--- config.mk ---
export PLATFORM = sky130hd
export DESIGN_NAME = pmr_ctrl
export DESIGN_NICKNAME = d
export VERILOG_FILES = /design/src/common/pmr_pkg.sv /design/src/logic/pmr_sync.sv /design/src/logic/pmr_wdt.sv /design/src/logic/pmr_ctrl.sv
export SDC_FILE = /design/constraint.sdc
export NUM_CORES = 1
export LEC_CHECK = 0
export BUFFER_PORTS_ARGS = -buffer_cell sky130_fd_sc_hd__clkbuf_2
export CORE_UTILIZATION = 50
export CTS_CLUSTER_SIZE = 16
export DETAILED_ROUTE_END_ITERATION = 7
export MAX_ROUTING_LAYER = met4
export PLACE_DENSITY = 0.76
export REMOVE_ABC_BUFFERS = 1
export SLEW_MARGIN = 40
export SYNTH_ARGS = -nofsm -noshare
export SYNTH_HDL_FRONTEND = slang
export SYNTH_HIERARCHICAL = 1
export SYNTH_SLANG_ARGS = --single-unit
--- constraint.sdc ---
create_clock -name sys_clk -period 3.1 [get_ports sys_clk]
set_clock_uncertainty 0.2 [all_clocks]
set_input_delay 0.465 -clock sys_clk [delete_from_list [all_inputs] [get_ports sys_clk]]
set_output_delay 0.465 -clock sys_clk [all_outputs]
set_load 0.01 [all_outputs]
--- src/common/pmr_pkg.sv ---
// Shared constants and types for the power mode and reset source controller.
// Assumes a 50 MHz system clock and a byte-addressed Avalon-MM register slave.
package pmr_pkg;
  localparam int unsigned CLK_MHZ = 50;
  localparam int unsigned LOST_CLK_TIMEOUT_US = 100;
  localparam int unsigned LOST_CLK_TIMEOUT_CYC = LOST_CLK_TIMEOUT_US * CLK_MHZ;
  localparam int unsigned WDT_PRESCALE = 12;
  localparam logic [3:0] WDT_PRE_LAST = 4'(WDT_PRESCALE - 1);
  localparam logic [7:0] RST_HOLD_CYC = 8'h08;
  localparam logic [15:0] USER_CODE_TOP = 16'h3DFF;
  localparam logic [15:0] RESET_VECTOR = 16'h0000;

  localparam logic [7:0] OFS_POWER_CONTROL = 8'h00;
  localparam logic [7:0] OFS_OSC_CONTROL = 8'h04;
  localparam logic [7:0] OFS_CLOCK_SELECT = 8'h08;
  localparam logic [7:0] OFS_RESET_SOURCE = 8'h0C;
  localparam logic [7:0] OFS_CONFIG = 8'h10;
  localparam logic [7:0] OFS_WATCHDOG = 8'h14;
  localparam logic [7:0] OFS_STATUS = 8'h18;

  localparam int unsigned BIT_STOP_SEL = 1;
  localparam int unsigned BIT_SUSPEND = 5;
  localparam int unsigned BIT_SW_RESET = 4;
  localparam int unsigned BIT_CMP_RESET = 5;
  localparam int unsigned BIT_CFG_CMP_WAKE = 0;
  localparam int unsigned BIT_CFG_T3_EXT = 1;
  localparam int unsigned BIT_CFG_LOST_CLK_EN = 3;
  localparam int unsigned BIT_WDT_EN = 8;

  localparam logic [6:0] CAUSE_POR = 7'h01;
  localparam logic [6:0] CAUSE_PIN = 7'h02;
  localparam logic [6:0] CAUSE_LOST_CLK = 7'h04;
  localparam logic [6:0] CAUSE_WDT = 7'h08;
  localparam logic [6:0] CAUSE_SW = 7'h10;
  localparam logic [6:0] CAUSE_CMP = 7'h20;
  localparam logic [6:0] CAUSE_FERR = 7'h40;
  localparam logic [6:0] CAUSE_NONE = 7'h00;

  localparam logic [2:0] CLK_DIVIDE_RST = 3'h0;
  localparam logic [7:0] WDT_LIMIT_RST = 8'hFF;

  typedef enum logic [1:0] {PMR_RUN, PMR_STOP, PMR_SUSP, PMR_RST} pmr_state_type;
endpackage

--- src/logic/pmr_sync.sv ---
// Two-flop synchroniser for levels that arrive from pins.
// Assumes the inputs are slow levels; the first stage feeds only the second.
module pmr_sync import pmr_pkg::*; #(
  parameter int unsigned WIDTH = 3
) (
  input wire logic sys_clk,
  input wire logic rst,
  input wire logic [WIDTH-1:0] asyncIn,
  input wire logic [WIDTH-1:0] rstVal,
  output logic [WIDTH-1:0] syncOut
);
  typedef struct packed {
    logic [WIDTH-1:0] meta;
    logic [WIDTH-1:0] stable;
  } pmr_sync_state_type;

  pmr_sync_state_type r;
  pmr_sync_state_type nxt;

  always_comb begin
    nxt.meta = asyncIn;
    nxt.stable = r.meta;
  end

  always_ff @(posedge sys_clk) begin
    if (rst) begin
      r <= {rstVal, rstVal};
    end else begin
      r <= nxt;
    end
  end

  // Reset value shows until the first sampled level has passed both stages.
  assign syncOut = r.stable;
endmodule

--- src/logic/pmr_wdt.sv ---
// Watchdog counter of the counter array, ticking at one twelfth of the system clock.
// Assumes clear comes from a registered reset and kick is a one-cycle pulse.
module pmr_wdt import pmr_pkg::*; (
  input wire logic sys_clk,
  input wire logic rst,
  input wire logic clear,
  input wire logic runEn,
  input wire logic kick,
  input wire logic [7:0] limit,
  output logic expire,
  output logic [7:0] count
);
  typedef struct packed {
    logic [3:0] pre;
    logic [7:0] cnt;
    logic expire;
  } pmr_wdt_state_type;

  pmr_wdt_state_type r;
  pmr_wdt_state_type nxt;

  always_comb begin
    nxt = r;
    nxt.expire = 1'b0;
    if (clear || kick) begin
      nxt.pre = '0;
      nxt.cnt = '0;
    end else if (runEn) begin
      nxt.pre = (r.pre == WDT_PRE_LAST) ? 4'h0 : 4'(r.pre + 4'h1);
      if (r.pre == WDT_PRE_LAST) begin
        if (r.cnt == limit) begin
          nxt.expire = 1'b1;
          nxt.cnt = '0;
        end else begin
          nxt.cnt = 8'(r.cnt + 8'h01);
        end
      end
    end
  end

  always_ff @(posedge sys_clk) begin
    if (rst) begin
      r <= '0;
    end else begin
      r <= nxt;
    end
  end

  assign expire = r.expire;
  assign count = r.cnt;
endmodule

--- src/logic/pmr_ctrl.sv ---
// Power mode and internal reset source controller with Avalon-MM registers.
// Assumes the core gives a one-cycle instruction-done pulse and same-clock event pulses.
module pmr_ctrl import pmr_pkg::*; #(
  parameter logic [15:0] LOST_CLK_CYC = 16'(LOST_CLK_TIMEOUT_CYC)
) (
  input wire logic sys_clk,
  input wire logic rst,
  input wire logic [7:0] avs_address,
  input wire logic avs_read,
  input wire logic avs_write,
  input wire logic [31:0] avs_writedata,
  output logic [31:0] avs_readdata,
  output logic avs_waitrequest,
  input wire logic rstPinN,
  input wire logic cmpOut,
  input wire logic portMatch,
  input wire logic cpuInstrDone,
  input wire logic timer2Ovf,
  input wire logic capSenseGt,
  input wire logic programStoreWriteEnable,
  input wire logic flashWrite,
  input wire logic codeRead,
  input wire logic progFetch,
  input wire logic [15:0] flashAddr,
  input wire logic flashSecBlocked,
  output logic cpuHalt,
  output logic intOscStop,
  output logic periphStop,
  output logic timer3Run,
  output logic portMatchRun,
  output logic coreRst,
  output logic coreResume,
  output logic cpuLoadPc,
  output logic [15:0] cpuPcValue,
  output logic [2:0] clockDivide
);
  typedef struct packed {
    pmr_state_type st;
    logic [7:0] holdCnt;
    logic [15:0] lostClkCnt;
    logic [6:0] cause;
    logic cmpRstEn;
    logic lostClkEn;
    logic cmpWakeEn;
    logic t3Ext;
    logic stopPend;
    logic suspPend;
    logic [2:0] clkDiv;
    logic wdtEn;
    logic [7:0] wdtLimit;
    logic wdtKick;
    logic waitReq;
    logic [31:0] rdata;
    logic cpuHalt;
    logic oscStop;
    logic periphStop;
    logic t3Run;
    logic pmRun;
    logic coreRst;
    logic coreResume;
    logic loadPc;
    logic [15:0] pcValue;
  } pmr_ctrl_state_type;

  pmr_ctrl_state_type r;
  pmr_ctrl_state_type nxt;
  logic [2:0] syncLvl;
  logic pinLowS;
  logic cmpS;
  logic portMatchS;
  logic wdtExpire;
  logic [7:0] wdtCount;
  logic doWrite;
  logic flashErr;
  logic [6:0] newCause;

  // Every reset restores control state; the cause field holds only the new cause.
  function automatic pmr_ctrl_state_type resetState(input logic [6:0] cause);
    pmr_ctrl_state_type s;
    s = '0;
    s.st = PMR_RST;
    s.holdCnt = RST_HOLD_CYC;
    s.cause = cause;
    s.wdtEn = 1'b1;
    s.wdtLimit = WDT_LIMIT_RST;
    s.clkDiv = CLK_DIVIDE_RST;
    s.waitReq = 1'b1;
    s.cpuHalt = 1'b1;
    s.oscStop = 1'b0;
    s.periphStop = 1'b1;
    s.coreRst = 1'b1;
    s.pcValue = RESET_VECTOR;
    return s;
  endfunction

  pmr_sync #(.WIDTH(3)) uSync (
    .sys_clk(sys_clk),
    .rst(rst),
    .asyncIn({~rstPinN, cmpOut, portMatch}),
    .rstVal(3'h2),
    .syncOut(syncLvl)
  );

  assign pinLowS = syncLvl[2];
  assign cmpS = syncLvl[1];
  assign portMatchS = syncLvl[0];

  pmr_wdt uWdt (
    .sys_clk(sys_clk),
    .rst(rst),
    .clear(r.coreRst),
    .runEn(r.wdtEn && r.st == PMR_RUN),
    .kick(r.wdtKick),
    .limit(r.wdtLimit),
    .expire(wdtExpire),
    .count(wdtCount)
  );

  assign doWrite = avs_write && !r.waitReq;

  always_comb begin
    flashErr = (flashWrite && programStoreWriteEnable && flashAddr > USER_CODE_TOP)
      || (codeRead && flashAddr > USER_CODE_TOP)
      || (progFetch && flashAddr > USER_CODE_TOP)
      || flashSecBlocked;
  end

  always_comb begin
    nxt = r;
    nxt.coreResume = 1'b0;
    nxt.loadPc = 1'b0;
    nxt.wdtKick = 1'b0;
    newCause = CAUSE_NONE;
    if ((avs_read || avs_write) && r.waitReq) begin
      nxt.waitReq = 1'b0;
      unique case (avs_address)
        OFS_POWER_CONTROL: nxt.rdata = 32'(r.stopPend) << BIT_STOP_SEL;
        OFS_OSC_CONTROL: nxt.rdata = 32'(r.suspPend) << BIT_SUSPEND;
        OFS_CLOCK_SELECT: nxt.rdata = 32'(r.clkDiv);
        OFS_RESET_SOURCE: nxt.rdata = 32'(r.cause);
        OFS_CONFIG: nxt.rdata = 32'({r.lostClkEn, r.cmpRstEn, r.t3Ext, r.cmpWakeEn});
        OFS_WATCHDOG: nxt.rdata = 32'({r.wdtEn, r.wdtLimit});
        OFS_STATUS: nxt.rdata = 32'({wdtCount, 6'h00, r.st});
        default: nxt.rdata = 32'h0000_0000;
      endcase
    end else begin
      nxt.waitReq = 1'b1;
    end
    if (doWrite) begin
      unique case (avs_address)
        OFS_POWER_CONTROL: nxt.stopPend = avs_writedata[BIT_STOP_SEL];
        OFS_OSC_CONTROL: nxt.suspPend = avs_writedata[BIT_SUSPEND];
        OFS_CLOCK_SELECT: nxt.clkDiv = avs_writedata[2:0];
        OFS_RESET_SOURCE: begin
          if (avs_writedata[BIT_CMP_RESET]) begin
            nxt.cmpRstEn = 1'b1;
          end
        end
        OFS_CONFIG: begin
          nxt.cmpWakeEn = avs_writedata[BIT_CFG_CMP_WAKE];
          nxt.t3Ext = avs_writedata[BIT_CFG_T3_EXT];
          nxt.lostClkEn = avs_writedata[BIT_CFG_LOST_CLK_EN];
        end
        OFS_WATCHDOG: begin
          nxt.wdtLimit = avs_writedata[7:0];
          nxt.wdtEn = avs_writedata[BIT_WDT_EN];
          nxt.wdtKick = 1'b1;
        end
        default: begin
        end
      endcase
    end
    unique case (r.st)
      PMR_RUN: begin
        if (cpuInstrDone && r.stopPend) begin
          nxt.st = PMR_STOP;
          nxt.stopPend = 1'b0;
          nxt.lostClkCnt = '0;
        end else if (cpuInstrDone && r.suspPend) begin
          nxt.st = PMR_SUSP;
          nxt.suspPend = 1'b0;
        end
      end
      PMR_STOP: begin
        if (r.lostClkEn) begin
          nxt.lostClkCnt = 16'(r.lostClkCnt + 16'h0001);
        end
      end
      PMR_SUSP: begin
        if (portMatchS || timer2Ovf || capSenseGt || (r.cmpWakeEn && !cmpS)) begin
          nxt.st = PMR_RUN;
          nxt.coreResume = 1'b1;
        end
      end
      PMR_RST: begin
        if (r.holdCnt != 8'h00) begin
          nxt.holdCnt = 8'(r.holdCnt - 8'h01);
        end else if (!pinLowS) begin
          nxt.st = PMR_RUN;
          nxt.loadPc = 1'b1;
        end
      end
    endcase
    if (pinLowS && r.st != PMR_RST) begin
      newCause = CAUSE_PIN;
    end else if (r.cmpRstEn && !cmpS && r.st != PMR_RST) begin
      newCause = CAUSE_CMP;
    end else if (r.st == PMR_STOP && r.lostClkEn && r.lostClkCnt >= LOST_CLK_CYC - 16'h0001) begin
      newCause = CAUSE_LOST_CLK;
    end else if (r.st == PMR_RUN && wdtExpire) begin
      newCause = CAUSE_WDT;
    end else if (r.st == PMR_RUN && flashErr) begin
      newCause = CAUSE_FERR;
    end else if (doWrite && avs_address == OFS_RESET_SOURCE && avs_writedata[BIT_SW_RESET]) begin
      newCause = CAUSE_SW;
    end
    if (newCause != CAUSE_NONE) begin
      nxt = resetState(newCause);
    end
    nxt.cpuHalt = nxt.st != PMR_RUN;
    nxt.oscStop = nxt.st == PMR_STOP || nxt.st == PMR_SUSP;
    nxt.periphStop = nxt.st != PMR_RUN;
    nxt.t3Run = nxt.st == PMR_RUN || (nxt.st == PMR_SUSP && nxt.t3Ext);
    nxt.pmRun = nxt.st == PMR_RUN || nxt.st == PMR_SUSP;
    nxt.coreRst = nxt.st == PMR_RST;
  end

  always_ff @(posedge sys_clk) begin
    if (rst) begin
      r <= resetState(CAUSE_POR);
    end else begin
      r <= nxt;
    end
  end

  assign avs_readdata = r.rdata;
  assign avs_waitrequest = r.waitReq;
  assign cpuHalt = r.cpuHalt;
  assign intOscStop = r.oscStop;
  assign periphStop = r.periphStop;
  assign timer3Run = r.t3Run;
  assign portMatchRun = r.pmRun;
  assign coreRst = r.coreRst;
  assign coreResume = r.coreResume;
  assign cpuLoadPc = r.loadPc;
  assign cpuPcValue = r.pcValue;
  assign clockDivide = r.clkDiv;
endmodule

# [Word level (Yosys, flattened, before mapping)]
# Cells that the tools add are included.
# Widths: inputs -> output; s select.
[totals] register_bits=111 in_bits=71 out_inout_bits=60 wordCells=151
[classes] add_sub_neg=4 magnitude_cmp=2 eq_ne=17 muxes=41 bitwise_logic=6 reduce_logical=53
[ops] cell="$pmux 16 s7" n=1
[ops] cell="$mux 109" n=1
[ops] cell="$mux 7" n=5
[ops] cell="$mux 16" n=2
[ops] cell="$mux 32" n=1
[ops] cell="$pmux 16 s2" n=1
[ops] cell="$eq 8x5->1 const B" n=3
[ops] cell="$mux 8" n=3
[ops] cell="$logic_and 1x1->1" n=20
[ops] cell="$mux 19" n=1
[ops] cell="$add 16x1->16 const B" n=1
[ops] cell="$eq 8x4->1 const B" n=2
[ops] cell="$ge 16x13->1 const B" n=1
[ops] cell="$gt 16x14->1 const B" n=1
[ops] cell="$mux 1" n=14
[ops] cell="$mux 2" n=6
[ops] cell="$logic_or 1x1->1" n=11
[ops] cell="$mux 10" n=1
[ops] cell="$reduce_and 2->1" n=5
[ops] cell="$add 8x1->8 const B" n=1
[ops] cell="$eq 2x2->1 const B" n=4
[ops] cell="$eq 8x3->1 const B" n=1
[ops] cell="$eq 8x8->1" n=1
[ops] cell="$logic_not 8->1" n=1
[ops] cell="20 further kinds" n=35

# [Logic depth before layout (Yosys ltp)]
[depth] depth_word=16 depth_mapped=11 ltp_nobuf=9

# [Hierarchy]
# Netlist, hierarchy kept.
[by_module_without_submodules] module="pmr_ctrl" instances=1 cells_each=464 area_each_um2=4300.4 seq_area_each_um2=1521.5
[by_module_without_submodules] module="pmr_wdt" instances=1 cells_each=78 area_each_um2=754.5 seq_area_each_um2=260.2
[by_module_without_submodules] module="pmr_sync" instances=1 cells_each=13 area_each_um2=221.5 seq_area_each_um2=120.1

# [Worst setup path before layout]
# OpenSTA, ideal clock, no wires.
[synth_path] path_type="flip-flop to flip-flop" startpoint="reg r[86] (netlist bit)" endpoint="reg r (netlist bit coreRst)" setup_ns=0.123 arrival_ns=2.247 required_ns=2.777 setup_slack_ns=0.530 path_stages_with_launch=9 n_path_buf=1 period_less_slack_ns=2.570 cell_sequence="dfxtp_1 > or4_4 > o32ai_4 > o21ai_4 > mux2i_4 > buf_6 > or3_1 > ha_1 > or2_2"
[synth_rtl] element="start: declaration" line="pmr_ctrl.sv:65" text="pmr_ctrl_state_type r;"
[synth_rtl] element="start signal: assignment" line="pmr_ctrl.sv:230" text="r <= resetState(CAUSE_POR);"
[synth_rtl] element="start signal: assignment" line="pmr_ctrl.sv:232" text="r <= nxt;"

==> flow_summary_export.csv <==
group,metric,value,unit
run_status,status,"complete, but fails checks",
run_status,violations,"design-rule violations",
cells_and_area,final_common_cell,"dfxtp_1",
logic_synthesis,synth_seq_area_share,0.360,
min_path,holdPathStages,2,
logic_synthesis,yosysUniqueCellTypes,74,
logic_synthesis,ys_warn_count,6,
sta,fmax,371,MHz
clock_network,clockBufferDepth,2,
cells_and_area,n_fill_cell,924,
setup_path,crit_arrival,2.76,ns
placement,place_hpwl,8580,microns
job,drv_cap,0,
die,initial_core_util,0.513,
cells_and_area,diodes,0,
clock_network,insertion_delay,0.37,ns
clock_network,cts_setup_buffers,0,
setup_path,r2r_cells,7,
setup_path,cpMostUsedCell,"nand3_1",
die,ios,131,
logic_synthesis,synth_area,5280,sq um
die,die_w,105,microns
global_route,grtUsageTotal,0.223,
logic_synthesis,ys_ff_latch,95,
setup_path,cp_max_fo,5,
sta,slew_headroom,0.477,
die,core,10300,sq um
setup_path,reg2reg_from,"r[102]",
cells_and_area,seqCellArea,1900,sq um
setup_path,critPathLaunchType,"flop",
cells_and_area,final_cell_mix,"dfxtp_1, clkbuf_2, nor3_1",
placement,portBuffers,66,
placement,gp_congestion,0.861,
logic_synthesis,ys_async_sr_fraction,0,
cells_and_area,fin_util,0.541,
sta,period_needed,2.69,ns
setup_path,crit_family,"simple AND/OR/NAND/NOR gates",
setup_path,slowest_delay,0.51,ns
cells_and_area,area_growth,5.43,%
sta,hold_viol,0,
min_path,hold_path_class,"input port to flop",
logic_synthesis,synth.avg_cell_area,9.51,sq um
setup_path,path_cells,"nor4_1 > nand3_1 > o21a_1 > a221oi_1 > nand3_1 > ha_1 > or2_2",
die,die_h,105,microns
pwr,ir_drop,0.232,mV
sta,setup_viol,0,
routing,drt-initial-drc-count,305,
global_route,grt_pass1_wl,19000,microns
clock_network,cts_tree,"done",
clock_network,cts_inserted_buffers,9,
clock_network,cts_root_buf,"clkbuf_8",
global_route,gr-total-overflow,0,
routing,routed_wl,11600,microns
die,placementRows,37,
cells_and_area,multi_input_area,2830,sq um
setup_path,timing_worst_setup_path_type,"flop to flop",
routing,num_vias,4190,
clock_network,clk_pin_slew,0.09,ns
global_route,first_global_vias,3921,
logic_synthesis,synth_edf_count,0,
clock_network,hold_buffers,0,
cells_and_area,fin_nets,666,
sta,tightest_slew,0.780,ns
setup_path,cpMaxStageDelayCell,"nor4_1",
routing,wl_per_cell,16.0,microns
setup_path,cp-end-kind,"flop",
setup_path,r2r-end,"coreRst",
cells_and_area,layout.cells.non_filler,728,
logic_synthesis,synthFlopType,"dfxtp_1",
routing,dr.pass1.iters,7,
sta,rsz0062_at_grt,"no",
sta,fin_crit_sh,0.869,
clock_network,post_cts_resized,0,
setup_path,required,3.17,ns
cells_and_area,drive_gt1_frac,0.238,
sta,final_max_slew_viol_count,0,
placement,dp_cells,712,
global_route,antenna_found_initial,0,
setup_path,rrSetupSlack,0.41,ns
clock_network,htree_levels,3,
routing,via_per_inst,5.76,
logic_synthesis,netlist_instances,555,
pwr,p_leak,2.25,nW
global_route,grt_max_degree,34,
routing,drc,2,
clock_network,clkSinkCount,95,
setup_path,worst-path-buf-inv,0,
min_path,hold_path_end,"uSync/nxt[1]",
routing,ant_nets,0,
pwr,power_density,495,nW/um^2
die,die_area,11000,sq um
min_path,min_from,"cmpOut",
[cells by family (layout without fill, tap and decap cells)]
group | Yosys count | in the layout | synth area share
AO/OA/AOI/OAI | 75 | 75 | 0.117
adder cells (fa/ha/maj) | 8 | 8 | 0.0190
buffers and inverters | 102 | 103 | 0.129
flip-flops | 95 | 95 | 0.360
XOR/XNOR | 33 | 33 | 0.0548
AND/OR/NAND/NOR | 208 | 208 | 0.247
other | 2 | 38 | 0.00142
multiplexers | 32 | 32 | 0.0723
[per-stage QoR]
step	total power [mW]	TNS, ns	hold WS, ns	worst slack (ns)	instance area [sq um]
floorplan	1.75	-0.562	0.237	-0.256	4770
global placement	1.91	0	0.239	0.355	5360
detailed placement	1.94	0	0.242	0.317	5360
CTS	2.77	0	0.104	0.396	5560
global route	2.89	0	0.111	0.275	5560
finish	2.76	0	0.109	0.406	5560
[cell type report]
| type | count | area share |
|---|---|---|
| clock buffers | 11 | 0.0236 |
| well taps | 136 | 0.0306 |
| repair buffers | 76 | 0.0751 |
| inverters | 11 | 0.00742 |
| flip-flops and latches | 95 | 0.342 |
| clock inverters | 5 | 0.0119 |
| multi-input cells | 394 | 0.509 |
[sequential cells by signal, summed over array words and instances, names as in the netlist, 3 cells and up]
signal	flops
avs_readdata	16
clockDivide	3
r	49
uSync/nxt	3
uSync/syncOut	3
uWdt/count	8
uWdt/r	4
[cell usage after synthesis, drive strengths merged, types with 2 or more instances]
| library cell | number | area, sq um |
|---|---|---|
| a211o | 2 | 17.5 |
| a21oi | 9 | 45.0 |
| a221o | 2 | 20.0 |
| a221oi | 2 | 17.5 |
| a22o | 3 | 26.3 |
| a22oi | 8 | 60.1 |
| a31o | 2 | 17.5 |
| a31oi | 2 | 12.5 |
| a32o | 5 | 50.1 |
| a41o | 2 | 20.0 |
| and2 | 4 | 25.0 |
| and3 | 11 | 68.8 |
| and4b | 2 | 23.8 |
| buf | 81 | 601 |
| clkbuf | 10 | 37.5 |
| conb | 2 | 7.51 |
| dfxtp | 95 | 1900 |
| ha | 8 | 100 |
| inv | 11 | 41.3 |
| mux2 | 8 | 116 |
| mux2i | 23 | 243 |
| nand2 | 27 | 104 |
| nand2b | 4 | 25.0 |
| nand3 | 30 | 150 |
| nand4 | 8 | 50.1 |
| nand4b | 3 | 41.3 |
| nor2 | 21 | 78.8 |
| nor2b | 4 | 25.0 |
| nor3 | 64 | 437 |
| nor4 | 10 | 98.8 |
| nor4b | 7 | 67.6 |
| o2111ai | 5 | 61.3 |
| o211ai | 5 | 37.5 |
| o21a | 5 | 37.5 |
| o21ai | 11 | 66.3 |
| o31ai | 2 | 15.0 |
| o32ai | 2 | 36.3 |
| or2 | 2 | 12.5 |
| or3 | 4 | 25.0 |
| or4 | 2 | 22.5 |
| xnor2 | 25 | 219 |
| xor2 | 8 | 70.1 |
[power by group]
| part | internal [mW] | switching, mW |
|---|---|---|
| Clock | 0.384 | 0.452 |
| Combinational | 0.218 | 0.345 |
| Sequential | 1.29 | 0.0650 |
| Total | 1.89 | 0.861 |
[routing by layer]
metal / routed length (microns) / global-route usage
met5: 0 / -
met4: 315 / 0.103
met3: 573 / 0.0287
met2: 5530 / 0.354
met1: 5220 / 0.283
[worst max path at each step]
stage / startpoint / end / cells after the start
2_1_floorplan: avs_address[1] / timer3Run / 8
3_3_place_gp: avs_address[1] / timer3Run / 9
3_5_place_dp: avs_address[1] / timer3Run / 9
4_1_cts: r[102] / coreRst / 7
5_1_grt: r[102] / coreRst / 7
6_report: r[102] / coreRst / 7
No activity file was read; power rests on OpenSTA's default activity.
